==> config.mk <==
export PLATFORM = sky130hd
export DESIGN_NAME = wdc_top
export DESIGN_NICKNAME = d
export VERILOG_FILES = /design/src/verilog/wdc_pkg.sv /design/src/verilog/wdc_divider.sv /design/src/verilog/wdc_top.sv
export VERILOG_INCLUDE_DIRS = /design/src /design/src/verilog
export SDC_FILE = /design/constraint.sdc
export NUM_CORES = 1
export LEC_CHECK = 0
export ABC_AREA = 0
export BUFFER_PORTS_ARGS = -buffer_cell sky130_fd_sc_hd__buf_2
export CORE_MARGIN = 10
export CORE_UTILIZATION = 58
export DETAILED_ROUTE_END_ITERATION = 16
export PLACE_DENSITY = 0.79
export SYNTH_ARGS = -nofsm -noshare
export SYNTH_HDL_FRONTEND = slang
export SYNTH_SLANG_ARGS = --single-unit
==> constraint.sdc <==
create_clock -name aclk -period 10.3 [get_ports aclk]
set_input_delay 0.515 -clock aclk [delete_from_list [all_inputs] [get_ports aclk]]
set_output_delay 0.515 -clock aclk [all_outputs]
set_load 0.05 [all_outputs]
==> src/verilog/wdc_consts.svh <==
// Purpose: Offsets, field positions, reset values and timing counts for the watchdog control block
// Assumes: 50 MHz aclk, AXI4-Lite register access
// Notes: Included by bare name; guarded against double inclusion
`ifndef WDC_CONSTS_SVH
`define WDC_CONSTS_SVH

// Register byte addresses
`define WDC_OFF_CTRL0 4'h0
`define WDC_OFF_CTRL1 4'h4
`define WDC_OFF_STAT 4'h8

// Control register 0 fields
`define WDC_PS_LSB 1
`define WDC_PS_MSB 5
`define WDC_SEN_BIT 0
// Control register 1 fields
`define WDC_CS_LSB 4
`define WDC_CS_MSB 6
`define WDC_WIN_LSB 0
`define WDC_WIN_MSB 2

// Configuration codes that unlock the fields, and the hardware enable codes
`define WDC_CFG_PS_OPEN 5'h1f
`define WDC_CFG_CS_OPEN 3'h7
`define WDC_CFG_WIN_OPEN 3'h7
`define WDC_HWEN_SOFT 2'h1
`define WDC_HWEN_OFF 2'h0

// Reset values
`define WDC_PS_RESET 5'h0b
`define WDC_CS_RESET 3'h0
`define WDC_SEN_RESET 1'b0

// Prescale coding
`define WDC_PS_MAX_CODE 5'h12
`define WDC_PS_BASE_EXP 5'h05

// Clock source codes
`define WDC_CS_LOW 3'h0
`define WDC_CS_MID 3'h1

// Timing: rates in Hz, divide counts derived by rounding to nearest
`define WDC_CLK_HZ 50000000
`define WDC_LOW_OSC_HZ 31000
`define WDC_MID_OSC_HZ 31250
`define WDC_LOW_DIV ((`WDC_CLK_HZ + `WDC_LOW_OSC_HZ / 2) / `WDC_LOW_OSC_HZ)
`define WDC_MID_DIV ((`WDC_CLK_HZ + `WDC_MID_OSC_HZ / 2) / `WDC_MID_OSC_HZ)

// AXI responses
`define WDC_RESP_OKAY 2'h0
`define WDC_RESP_SLVERR 2'h2

`endif

==> src/verilog/wdc_pkg.sv <==
// Purpose: Types shared by the watchdog control files
// Assumes: Constants come from wdc_consts.svh
// Notes: All module state is held in the packed structs below
package wdc_pkg;

    // Timer phase, Gray along off, delay, open
    typedef enum logic [1:0] {
        wdc_off = 2'h0,
        wdc_delay = 2'h1,
        wdc_open = 2'h3
    } wdc_phase_type;

    // Tick divider state
    typedef struct packed {
        logic [10:0] count;
        logic tick;
    } wdc_div_state_type;

    // Control block state
    typedef struct packed {
        logic [4:0] prescale;
        logic soft_enable;
        logic [2:0] clock_sel;
        logic [2:0] window;
        logic aw_held;
        logic [3:0] aw_addr;
        logic w_held;
        logic [7:0] w_data;
        logic w_lane0;
        logic awready;
        logic wready;
        logic bvalid;
        logic [1:0] bresp;
        logic arready;
        logic rvalid;
        logic [1:0] rresp;
        logic [31:0] rdata;
        logic [22:0] count;
        wdc_phase_type phase;
        logic timeout;
        logic running;
    } wdc_state_type;

endpackage : wdc_pkg

==> src/verilog/wdc_divider.sv <==
// Purpose: Divides aclk into a one-cycle tick at an oscillator rate
// Assumes: DIVIDE between 2 and 2047
// Notes: Tick is a clock enable, never a clock
`include "wdc_consts.svh"

module wdc_divider
    import wdc_pkg::*;
#(
    parameter logic [10:0] DIVIDE = 11'h064
)
(
    input wire logic aclk,
    input wire logic aresetn,
    output logic tick
);

    wdc_div_state_type state; // Registered state
    wdc_div_state_type next_state; // Next state

    // Count down the period, pulse on wrap
    always_comb
    begin
        next_state = state;
        next_state.tick = 1'b0;
        if (state.count == 11'h000)
        begin
            next_state.count = DIVIDE - 11'h001;
            next_state.tick = 1'b1;
        end
        else
        begin
            next_state.count = state.count - 11'h001;
        end
    end

    // State register
    always_ff @(posedge aclk)
    begin
        if (!aresetn)
        begin
            state <= '0;
        end
        else
        begin
            state <= next_state;
        end
    end

    assign tick = state.tick;

endmodule : wdc_divider

==> src/verilog/wdc_top.sv <==
// Purpose: Windowed watchdog control registers with prescaled window timer
// Assumes: Configuration inputs steady; AXI4-Lite master obeys handshakes
// Notes: Timeout is reported only; reset generation lives elsewhere
//
// Decided for this implementation: the AXI4-Lite slave port and the register offsets.
`include "wdc_consts.svh"

module wdc_top
    import wdc_pkg::*;
(
    input wire logic aclk,
    input wire logic aresetn,
    input wire logic [3:0] s_axi_awaddr,
    input wire logic s_axi_awvalid,
    output logic s_axi_awready,
    input wire logic [31:0] s_axi_wdata,
    input wire logic [3:0] s_axi_wstrb,
    input wire logic s_axi_wvalid,
    output logic s_axi_wready,
    output logic [1:0] s_axi_bresp,
    output logic s_axi_bvalid,
    input wire logic s_axi_bready,
    input wire logic [3:0] s_axi_araddr,
    input wire logic s_axi_arvalid,
    output logic s_axi_arready,
    output logic [31:0] s_axi_rdata,
    output logic [1:0] s_axi_rresp,
    output logic s_axi_rvalid,
    input wire logic s_axi_rready,
    input wire logic [4:0] cfg_prescale_field,
    input wire logic [2:0] cfg_clock_field,
    input wire logic [2:0] cfg_window_field,
    input wire logic [1:0] hw_enable_cfg,
    input wire logic clear_request,
    output logic timeout_pulse,
    output logic window_open,
    output logic timer_running
);

    wdc_state_type state; // Registered state
    wdc_state_type next_state; // Next state
    logic low_tick; // 31 kHz enable
    logic mid_tick; // 31.25 kHz enable
    logic tick; // Selected timer enable
    logic [4:0] exp_sel; // Period as power of two
    logic [22:0] last_count; // Terminal count
    logic [22:0] shifted; // Count scaled to eighths
    logic [2:0] eighth; // Current eighth of period
    logic active; // Effective enable
    logic do_write; // Write commits this cycle
    logic ps_write; // Prescale changed by software
    logic [7:0] rd_byte; // Selected read byte
    logic rd_err; // Unmapped read

    // Oscillator rate enables
    wdc_divider #(
        .DIVIDE(11'(`WDC_LOW_DIV))
    ) u_low_div (
        .aclk(aclk),
        .aresetn(aresetn),
        .tick(low_tick)
    );

    wdc_divider #(
        .DIVIDE(11'(`WDC_MID_DIV))
    ) u_mid_div (
        .aclk(aclk),
        .aresetn(aresetn),
        .tick(mid_tick)
    );

    // Source select; reserved codes give no tick, so the count holds
    always_comb
    begin
        unique case (state.clock_sel)
            `WDC_CS_LOW: tick = low_tick;
            `WDC_CS_MID: tick = mid_tick;
            default: tick = 1'b0;
        endcase
    end

    // Code to exponent: 1:32 at zero, reserved codes fall back to 1:32
    always_comb
    begin
        if (state.prescale > `WDC_PS_MAX_CODE)
        begin
            exp_sel = `WDC_PS_BASE_EXP;
        end
        else
        begin
            exp_sel = state.prescale + `WDC_PS_BASE_EXP;
        end
        last_count = 23'((24'h00_0001 << exp_sel) - 24'h00_0001);
        shifted = state.count >> (exp_sel - 5'h03);
        eighth = shifted[2:0];
    end

    // Hardware config 1x forces on, 00 off, 01 defers to software
    always_comb
    begin
        if (hw_enable_cfg == `WDC_HWEN_SOFT)
        begin
            active = state.soft_enable;
        end
        else
        begin
            active = hw_enable_cfg[1];
        end
    end

    // Write commits once address and data are both held
    assign do_write = state.aw_held && state.w_held && !state.bvalid;
    assign ps_write = do_write && state.w_lane0 && (state.aw_addr == `WDC_OFF_CTRL0)
        && (cfg_prescale_field == `WDC_CFG_PS_OPEN);

    // Read mux; unused bits stay zero
    always_comb
    begin
        rd_byte = 8'h00;
        rd_err = 1'b0;
        unique case (s_axi_araddr)
            `WDC_OFF_CTRL0:
            begin
                rd_byte[`WDC_PS_MSB:`WDC_PS_LSB] = state.prescale;
                rd_byte[`WDC_SEN_BIT] = state.soft_enable;
            end
            `WDC_OFF_CTRL1:
            begin
                rd_byte[`WDC_CS_MSB:`WDC_CS_LSB] = state.clock_sel;
                rd_byte[`WDC_WIN_MSB:`WDC_WIN_LSB] = state.window;
            end
            `WDC_OFF_STAT:
            begin
                rd_byte[0] = state.running;
                rd_byte[1] = (state.phase == wdc_open);
                rd_byte[2] = active;
            end
            default:
            begin
                rd_err = 1'b1;
            end
        endcase
    end

    // Next state: bus slave, register file, window timer
    always_comb
    begin
        next_state = state;
        next_state.timeout = 1'b0;
        // Write address channel
        if (s_axi_awvalid && state.awready)
        begin
            next_state.aw_held = 1'b1;
            next_state.aw_addr = s_axi_awaddr;
        end
        // Write data channel; only lane 0 carries register bits
        if (s_axi_wvalid && state.wready)
        begin
            next_state.w_held = 1'b1;
            next_state.w_data = s_axi_wdata[7:0];
            next_state.w_lane0 = s_axi_wstrb[0];
        end
        // Commit; locked fields keep their value
        if (do_write)
        begin
            next_state.aw_held = 1'b0;
            next_state.w_held = 1'b0;
            next_state.bvalid = 1'b1;
            next_state.bresp = `WDC_RESP_OKAY;
            if (state.aw_addr == `WDC_OFF_CTRL0)
            begin
                if (state.w_lane0)
                begin
                    next_state.soft_enable = state.w_data[`WDC_SEN_BIT];
                    if (cfg_prescale_field == `WDC_CFG_PS_OPEN)
                    begin
                        next_state.prescale = state.w_data[`WDC_PS_MSB:`WDC_PS_LSB];
                    end
                end
            end
            else if (state.aw_addr == `WDC_OFF_CTRL1)
            begin
                if (state.w_lane0 && cfg_clock_field == `WDC_CFG_CS_OPEN)
                begin
                    next_state.clock_sel = state.w_data[`WDC_CS_MSB:`WDC_CS_LSB];
                end
                if (state.w_lane0 && cfg_window_field == `WDC_CFG_WIN_OPEN)
                begin
                    next_state.window = state.w_data[`WDC_WIN_MSB:`WDC_WIN_LSB];
                end
            end
            else if (state.aw_addr != `WDC_OFF_STAT)
            begin
                next_state.bresp = `WDC_RESP_SLVERR;
            end
        end
        // Write response
        if (state.bvalid && s_axi_bready)
        begin
            next_state.bvalid = 1'b0;
        end
        // Channels stall while a beat is held or a response pends
        next_state.awready = !next_state.aw_held && !next_state.bvalid;
        next_state.wready = !next_state.w_held && !next_state.bvalid;
        // Read: answer one cycle after the address is taken
        if (s_axi_arvalid && state.arready)
        begin
            next_state.rvalid = 1'b1;
            next_state.rdata = {24'h00_0000, rd_byte};
            next_state.rresp = rd_err ? `WDC_RESP_SLVERR : `WDC_RESP_OKAY;
        end
        else if (state.rvalid && s_axi_rready)
        begin
            next_state.rvalid = 1'b0;
        end
        next_state.arready = !next_state.rvalid;
        // Timer restarts on disable, clear or new ratio
        next_state.running = active;
        if (!active || clear_request || ps_write)
        begin
            next_state.count = 23'h00_0000;
        end
        else if (tick)
        begin
            if (state.count == last_count)
            begin
                next_state.count = 23'h00_0000;
                next_state.timeout = 1'b1;
            end
            else
            begin
                next_state.count = state.count + 23'h00_0001;
            end
        end
        // Closed for the first 7 - code eighths of the period
        unique case (state.phase)
            wdc_off:
            begin
                if (active)
                begin
                    next_state.phase = wdc_delay;
                end
            end
            wdc_delay, wdc_open:
            begin
                if (!active)
                begin
                    next_state.phase = wdc_off;
                end
                else if (eighth >= 3'h7 - state.window)
                begin
                    next_state.phase = wdc_open;
                end
                else
                begin
                    next_state.phase = wdc_delay;
                end
            end
            default:
            begin
                next_state.phase = wdc_off;
            end
        endcase
    end

    // Register; reset loads the window, and prescale and clock select unless open, from the configuration word
    always_ff @(posedge aclk)
    begin
        if (!aresetn)
        begin
            state <= '0;
            state.soft_enable <= `WDC_SEN_RESET;
            // Sync reset, so sampling the static config here is safe
            if (cfg_prescale_field == `WDC_CFG_PS_OPEN)
            begin
                state.prescale <= `WDC_PS_RESET;
            end
            else
            begin
                state.prescale <= cfg_prescale_field;
            end
            if (cfg_clock_field == `WDC_CFG_CS_OPEN)
            begin
                state.clock_sel <= `WDC_CS_RESET;
            end
            else
            begin
                state.clock_sel <= cfg_clock_field;
            end
            state.window <= cfg_window_field;
            state.phase <= wdc_off;
        end
        else
        begin
            state <= next_state;
        end
    end

    // Outputs straight from flops
    assign s_axi_awready = state.awready;
    assign s_axi_wready = state.wready;
    assign s_axi_bvalid = state.bvalid;
    assign s_axi_bresp = state.bresp;
    assign s_axi_arready = state.arready;
    assign s_axi_rvalid = state.rvalid;
    assign s_axi_rresp = state.rresp;
    assign s_axi_rdata = state.rdata;
    assign timeout_pulse = state.timeout;
    // Phase bit 1 is set only in the open state, so the pin is a bare flop bit
    assign window_open = state.phase[1];
    assign timer_running = state.running;
endmodule : wdc_top
# After elaboration in Yosys (flattened, before gate mapping)
# Cells that the tools add are included.
[word_totals]
out_inout_bits = 44
n_memories = 0
rom_bits = 0
reg_bits = 94
latch_bits = 0
ramBits = 0
[classes]
div_mod_pow = 0
n_lt_le_gt_ge = 2
n_shift = 2
n_reduce_logical = 38
addsub = 7
multipliers = 0
muxes = 44
n_bitwise = 2
n_eq_ne = 21
[op_table]
columns = ["op", "n"]
rows = [
  ["$mux 95", 1],
  ["$mux 23", 3],
  ["$mux 34", 1],
  ["$mux 6", 4],
  ["$add 23x1->23 const B", 1],
  ["$eq 23x23->1", 1],
  ["$shl 1x5->23 const A", 1],
  ["$shr 23x5->3", 1],
  ["$sub 23x1->23 const B", 1],
  ["$logic_not 11->1", 2],
  ["$mux 11", 2],
  ["$sub 11x1->11 const B", 2],
  ["$mux 5", 4],
  ["$logic_and 1x1->1", 14],
  ["$mux 2", 7],
  ["$ne 2x1->1 const B", 7],
  ["$mux 13", 1],
  ["$mux 1", 12],
  ["$mux 3", 4],
  ["$reduce_and 4->1", 3],
  ["$mux 10", 1],
  ["$pmux 3 s3", 1],
  ["$eq 4x3->1 const B", 2],
  ["$logic_not 4->1", 2],
  ["23 further kinds", 38],
]

# Longest topological paths before layout
[depth]
ltp_word = 9
ltp_mapped = 24
depth_no_buf = 19

# Cells and area by module
# From an unflattened synthesis, not the netlist that was laid out.
[unflattened]
cells_unflattened = 803
hier_area_um2 = 6897.9
[modules_own_cells]
columns = ["module", "area_each_um2", "instances", "cells_each"]
rows = [
  ["wdc_top", 5720.5, 1, 677],
  ["wdc_divider (u_low_div)", 598.1, 1, 62],
  ["wdc_divider (u_mid_div)", 579.3, 1, 64],
]

# Worst setup path before layout
# OpenSTA, ideal clock, no wires.
[synth_path]
path_type = "register to register"
start = "reg state[90] (netlist name)"
end = "reg state[17] (netlist name)"
path_buffers = 4
setup_slack_ns = 5.503
stages_incl_launch_ff = 23
required_time_ns = 10.159
arrival_ns = 4.657
synth_period_minus_slack_ns = 4.797
setup_time_ns = 0.141
path_cell_list = "edfxtp_1 -> buf_2 -> inv_1 -> ha_1 -> nand2b_1 -> nand2_1 -> nand2_1 -> nand2_1 -> inv_2 -> buf_1 -> ha_1 -> buf_1 -> nor2_1 -> inv_1 -> mux2i_4 -> a21oi_1 -> o311a_1 -> a221oi_2 -> a2111oi_4 -> or4b_4 -> nor4_4 -> buf_6 -> nor3_2"
[synth_via]
elab_chain_len = 6
[synth_rtl]
columns = ["element", "line_no", "text"]
rows = [
  ["from (decl)", "wdc_top.sv:40", "wdc_state_type state;"],
  ["from (signal assigned)", "wdc_top.sv:295", "state <= next_state;"],
  ["$add 5x3->5 (no line) / $gt 5x5->1 (equally long branches)", "n/a", ""],
  ["$mux 5 *", "wdc_top.sv:85", "if (state.prescale > `WDC_PS_MAX_CODE)"],
  ["$shl 1x5->23 *", "wdc_top.sv:93", "last_count = 23'((24'h00_0001 << exp_sel) - 24'h00_0001);"],
  ["$sub 23x1->23 *", "wdc_top.sv:93", ""],
  ["$eq 23x23->1 *", "wdc_top.sv:225", "if (state.count == last_count)"],
  ["$mux 23 *", "wdc_top.sv:225", ""],
]
# Mark *: on every way between the ends. The rest lies on a longest branch, timed or not.
# A chain may end at the register's enable or synchronous reset.

# Worst setup path in the final report
[layout_path]
start = "reg state[90] (netlist name)"
end = "reg state[9] (netlist name)"
# The elaborated chain is that of the path after synthesis.

==> flow_results.org <==
** Floorplanning
- IO Count :: 109
- Die Outline Area :: 0.01646 mm²
- Chip Height :: 128.3 µm
- Initial Util :: 0.5933
- The total area inside the core boundary comes to 0.01147 mm².
- The floorplan has 39 rows.
- X dimension of the die :: 128.3 µm

** Route
- DR WL met3 :: 1265 µm
- In the routed design, unresolved DRC markers number 0.
- Highest metal layer with signal wires :: met4
- Once detail routing completed, the nets flagged for antenna violations numbered 0.
- After detailed routing, the number of vias per cell comes to 6.224.
- Post-detailed-route wirelength per cell :: 18.66 µm
- Final wirelength :: 17,710 µm
- The first detailed-routing pass took 5 iterations.
- The routed layout has 5,907 vias.
- The routed design uses 8239 µm of met2 wire.
- The detailed router put a total of 7860 µm of wire on met1.
- Initial detailed-routing violation count :: 674

** Final layout
- Inserted Diodes :: 0
- Area of the multi-input gates :: 0.004352 mm²
- Of the cells placed in the final design, the portion with a size suffix greater than 1 is 0.1749.
- The finished layout holds 949 standard cells, fillers aside.
- After filler insertion, the fill cell instance count of the layout stands at 960.
- P&R area growth vs syn :: 5.094%
- Measured on the finished design, the core utilization comes to 0.6236.
- Post-layout nets :: 881
- Total area of sequential cells :: 0.001932 mm²

** Clocking
- At the later pin of the worst-skew pair, clock insertion delay measures 0.35 ns.
- Post-cts resize count :: 0
- Inserted Clock Buffers :: 9
- The clock tree synthesis step divided the H-tree into 3 levels.
- The root buffer cell chosen for the clock tree is sky130_fd_sc_hd__clkbuf_16.
- Clock-pin slew was measured on the worst setup and hold paths at 0.07 ns.
- In this run the deepest clock path goes through 2 buffers.
- Hold repair after CTS inserted 0 buffers.
- TritonCTS built the clock tree.
- The clock net in this run drives a total of 91 sinks.
- In this run the post-CTS setup repair buffer count came out at 0.

** Global routing
- Global-route wire length before repair :: 28,920 µm
- Initial antenna violation count :: 0
- Number of global-route vias before repair :: 5,685
- Entering global routing, the biggest net connects 41 pins.
- In the global route stage, overall resource usage came out at 0.2135.
- Overflow after GRT :: 0

** Setup path
- Measured in cells, the most critical reg-to-reg path has a length of 19.
- The slowest stage of the critical path belongs to the cell sky130_fd_sc_hd__ha_1.
- The setup check on the worst reg-to-reg path leaves a slack of 4.68 ns.
- Source of the critical timing path :: state[90]$_DFFE_PP_
- STA classifies the critical path endpoint as a flop.
- Cell-by-cell trace of the critical path :: inv_1, ha_1, nand2b_1, nand2_1, nand2_1, nand2_1, ha_1, ha_1, or3_1, o41ai_1, or4b_4, nand3_4, o311a_1, a221oi_2, a2111oi_4, or4b_4, nor4_4, buf_4, nor3_2
- Required time worst endpoint :: 10.52 ns
- Terminus of the critical flop-to-flop path :: state[9]$_SDFFE_PP0P_
- The critical path in this run is classified as reg -> reg.
- The worst setup path is launched from a flop.
- Startpoint of the worst register-to-register path :: state[90]$_DFFE_PP_
- STA puts the critical path data arrival time at 5.84 ns.
- In this design, the stage delay of the slowest critical-path cell is 0.64 ns.
- Along the worst path, the maximum fanout reaches 22.

** Synth
- Of the post-synthesis cell area, the dominant cell type holds 0.2354.
- Synthesis handed over a netlist of 794 instances.
- Counting flops and latches in the post-synthesis netlist gives 91.
- Biggest area consumer among synthesized cells :: sky130_fd_sc_hd__dfxtp_1
- Of the synthesized area, sequential elements account for 0.2839.
- Commonest cells post-synth :: sky130_fd_sc_hd__nand2_1, sky130_fd_sc_hd__dfxtp_1, sky130_fd_sc_hd__nor2_1
- Count leader, synth :: sky130_fd_sc_hd__nand2_1
- Mean area per synthesized cell :: 8.569 µm²
- After synthesis, the share of flip-flops with an asynchronous set or reset is 0.
- Netlist area before placement :: 0.006804 mm²
- By area the synthesized netlist is led by sky130_fd_sc_hd__dfxtp_1, sky130_fd_sc_hd__edfxtp_1, sky130_fd_sc_hd__nand2_1, sky130_fd_sc_hd__mux2i_1, sky130_fd_sc_hd__buf_4.
- Leading register cell type out of synthesis :: sky130_fd_sc_hd__dfxtp_1
- Number of enable flip-flop cells after synthesis :: 11
- Distinct cell type count of the synthesized netlist :: 97
- For this run, the number of Yosys warnings is 0.

** STA
- Post-layout worst setup margin :: 4.683 ns
- Sum Neg Setup Slack :: 0 ns
- Setup repair after global routing left no endpoint under its margin.
- Period utilisation layout :: 0.5454
- Final-report hold violation count :: 0
- Count of endpoints failing setup in the final report :: 0
- Max frequency :: 178.0 MHz
- Worst clock skew :: 0.009255 ns
- For the pin with the worst max-slew slack, the measured transition is 0.9498 ns.
- Number of max-slew violations in the final report :: 0
- Relative slew slack :: 0.3610
- Min Clock Period, post-route :: 5.617 ns

** Pwr
- Leak pwr :: 2.659 nW
- Overall power consumption after layout is estimated at 1.152 mW.
- For this design the ratio of total power to cell area is 161.1 mW/mm².
- Across the VDD grid, the largest voltage drop is 0.0001248 V.

** Hold path
- The startpoint identified for the worst hold timing path is s_axi_wdata[1].
- Along the worst hold path, the cell count comes to 3.
- For hold timing, the worst endpoint is state[70]$_SDFFE_PN0P_.
- The worst hold path belongs to the class in -> reg.

** Run status
- The run finished with clean final reports.

** Place
- The congestion estimate from routability-driven global placement came to 0.9353.
- Once detailed placement completed, the half-perimeter wirelength came to 13,250 µm.
- Pre-CTS setup slack :: 4.803 ns
- Number of placed instances with taps included :: 933
- Number of buffers added on ports :: 53

** Run
- The tool flagged a number of max-cap violations equal to 0.
==> cell families after synthesis <==
logic type      Yosys count  share of synthesized area
other cells               1                  0.0005511
fa+ha+maj                15                    0.02758
mux                      45                    0.08551
buf+inv                 112                    0.09139
flops                    91                     0.2839
xor+xnor                 61                    0.08239
simple gates            327                     0.2705
compound gates          142                     0.1582
==> metrics by stage <==
stage                     hold slack (ns)  instance area [µm²]
after floorplan                    0.4065                 6902
after global placement             0.4163                 6852
after detailed placement           0.4300                 6852
after CTS                          0.3937                 7151
after global routing               0.3924                 7151
final                              0.3972                 7151
==> cell type report <==
type	count	area share
Sequential cell	91	0.2702
Multi-Input combinational cell	617	0.6086
Clock buffer	9	0.03150
Clock inverter	7	0.01032
Tap cell	143	0.02502
Inverter	25	0.01312
Timing Repair Buffer	57	0.04129
==> where the power goes <==
group	internal, mW	leakage [nW]	switching [mW]
Clock	0.173	0.148	0.156
Sequential	0.408	0.766	0.0414
Combinational	0.146	1.74	0.229
==> metal layers <==
metal  vias up  global-route usage
met2       219              0.3341
met3        23             0.03929
met5         -                   0
met4         0             0.07947
li1       2823                   -
met1      2842              0.2864
==> sequential cells by signal, summed over array words and instances, names as in the netlist <==
signal           flops
u_low_div.state     11
s_axi_bresp          1
s_axi_awready        1
s_axi_bvalid         1
timer_running        1
timeout_pulse        1
s_axi_rresp          1
u_low_div.tick       1
u_mid_div.state     11
s_axi_wready         1
s_axi_arready        1
u_mid_div.tick       1
state               50
s_axi_rvalid         1
s_axi_rdata          7
window_open          1
==> critical path, delay by kind of cell (launching register included) <==
| family | cells | cell delay [ns] |
|---|---|---|
| and+or+nand+nor | 10 | 2.22 |
| DFF | 1 | 0.60 |
| AOI/OAI and AO/OA | 4 | 0.80 |
| buffers and inverters | 2 | 0.47 |
| adders and majority gates | 3 | 1.39 |
==> worst max-delay path by stage <==
stage                             end  slack, ns  depth (start not counted)
2_1_floorplan  state[17]$_SDFFE_PP0P_       5.50                         22
5_1_grt         state[6]$_SDFFE_PP0P_       4.41                         19
4_1_cts         state[6]$_SDFFE_PP0P_       4.76                         19
3_3_place_gp    state[4]$_SDFFE_PP0P_       4.81                         19
6_report        state[9]$_SDFFE_PP0P_       4.68                         19
3_5_place_dp    state[6]$_SDFFE_PP0P_       4.80                         19
==> placed cells by master, fill, tap and decap left out, types with 21 or more instances in the layout <==
master	instances
sky130_fd_sc_hd__nor3_2	21
sky130_fd_sc_hd__inv_1	22
sky130_fd_sc_hd__conb_1	27
sky130_fd_sc_hd__dfxtp_1	80
sky130_fd_sc_hd__nor2_1	59
sky130_fd_sc_hd__nand3_1	30
sky130_fd_sc_hd__xor2_1	28
sky130_fd_sc_hd__nand2_1	82
sky130_fd_sc_hd__xnor2_1	31
sky130_fd_sc_hd__buf_2	53
sky130_fd_sc_hd__a21oi_1	41
sky130_fd_sc_hd__mux2i_1	30
sky130_fd_sc_hd__nor3_1	25
(Power assumes the default switching activity.)
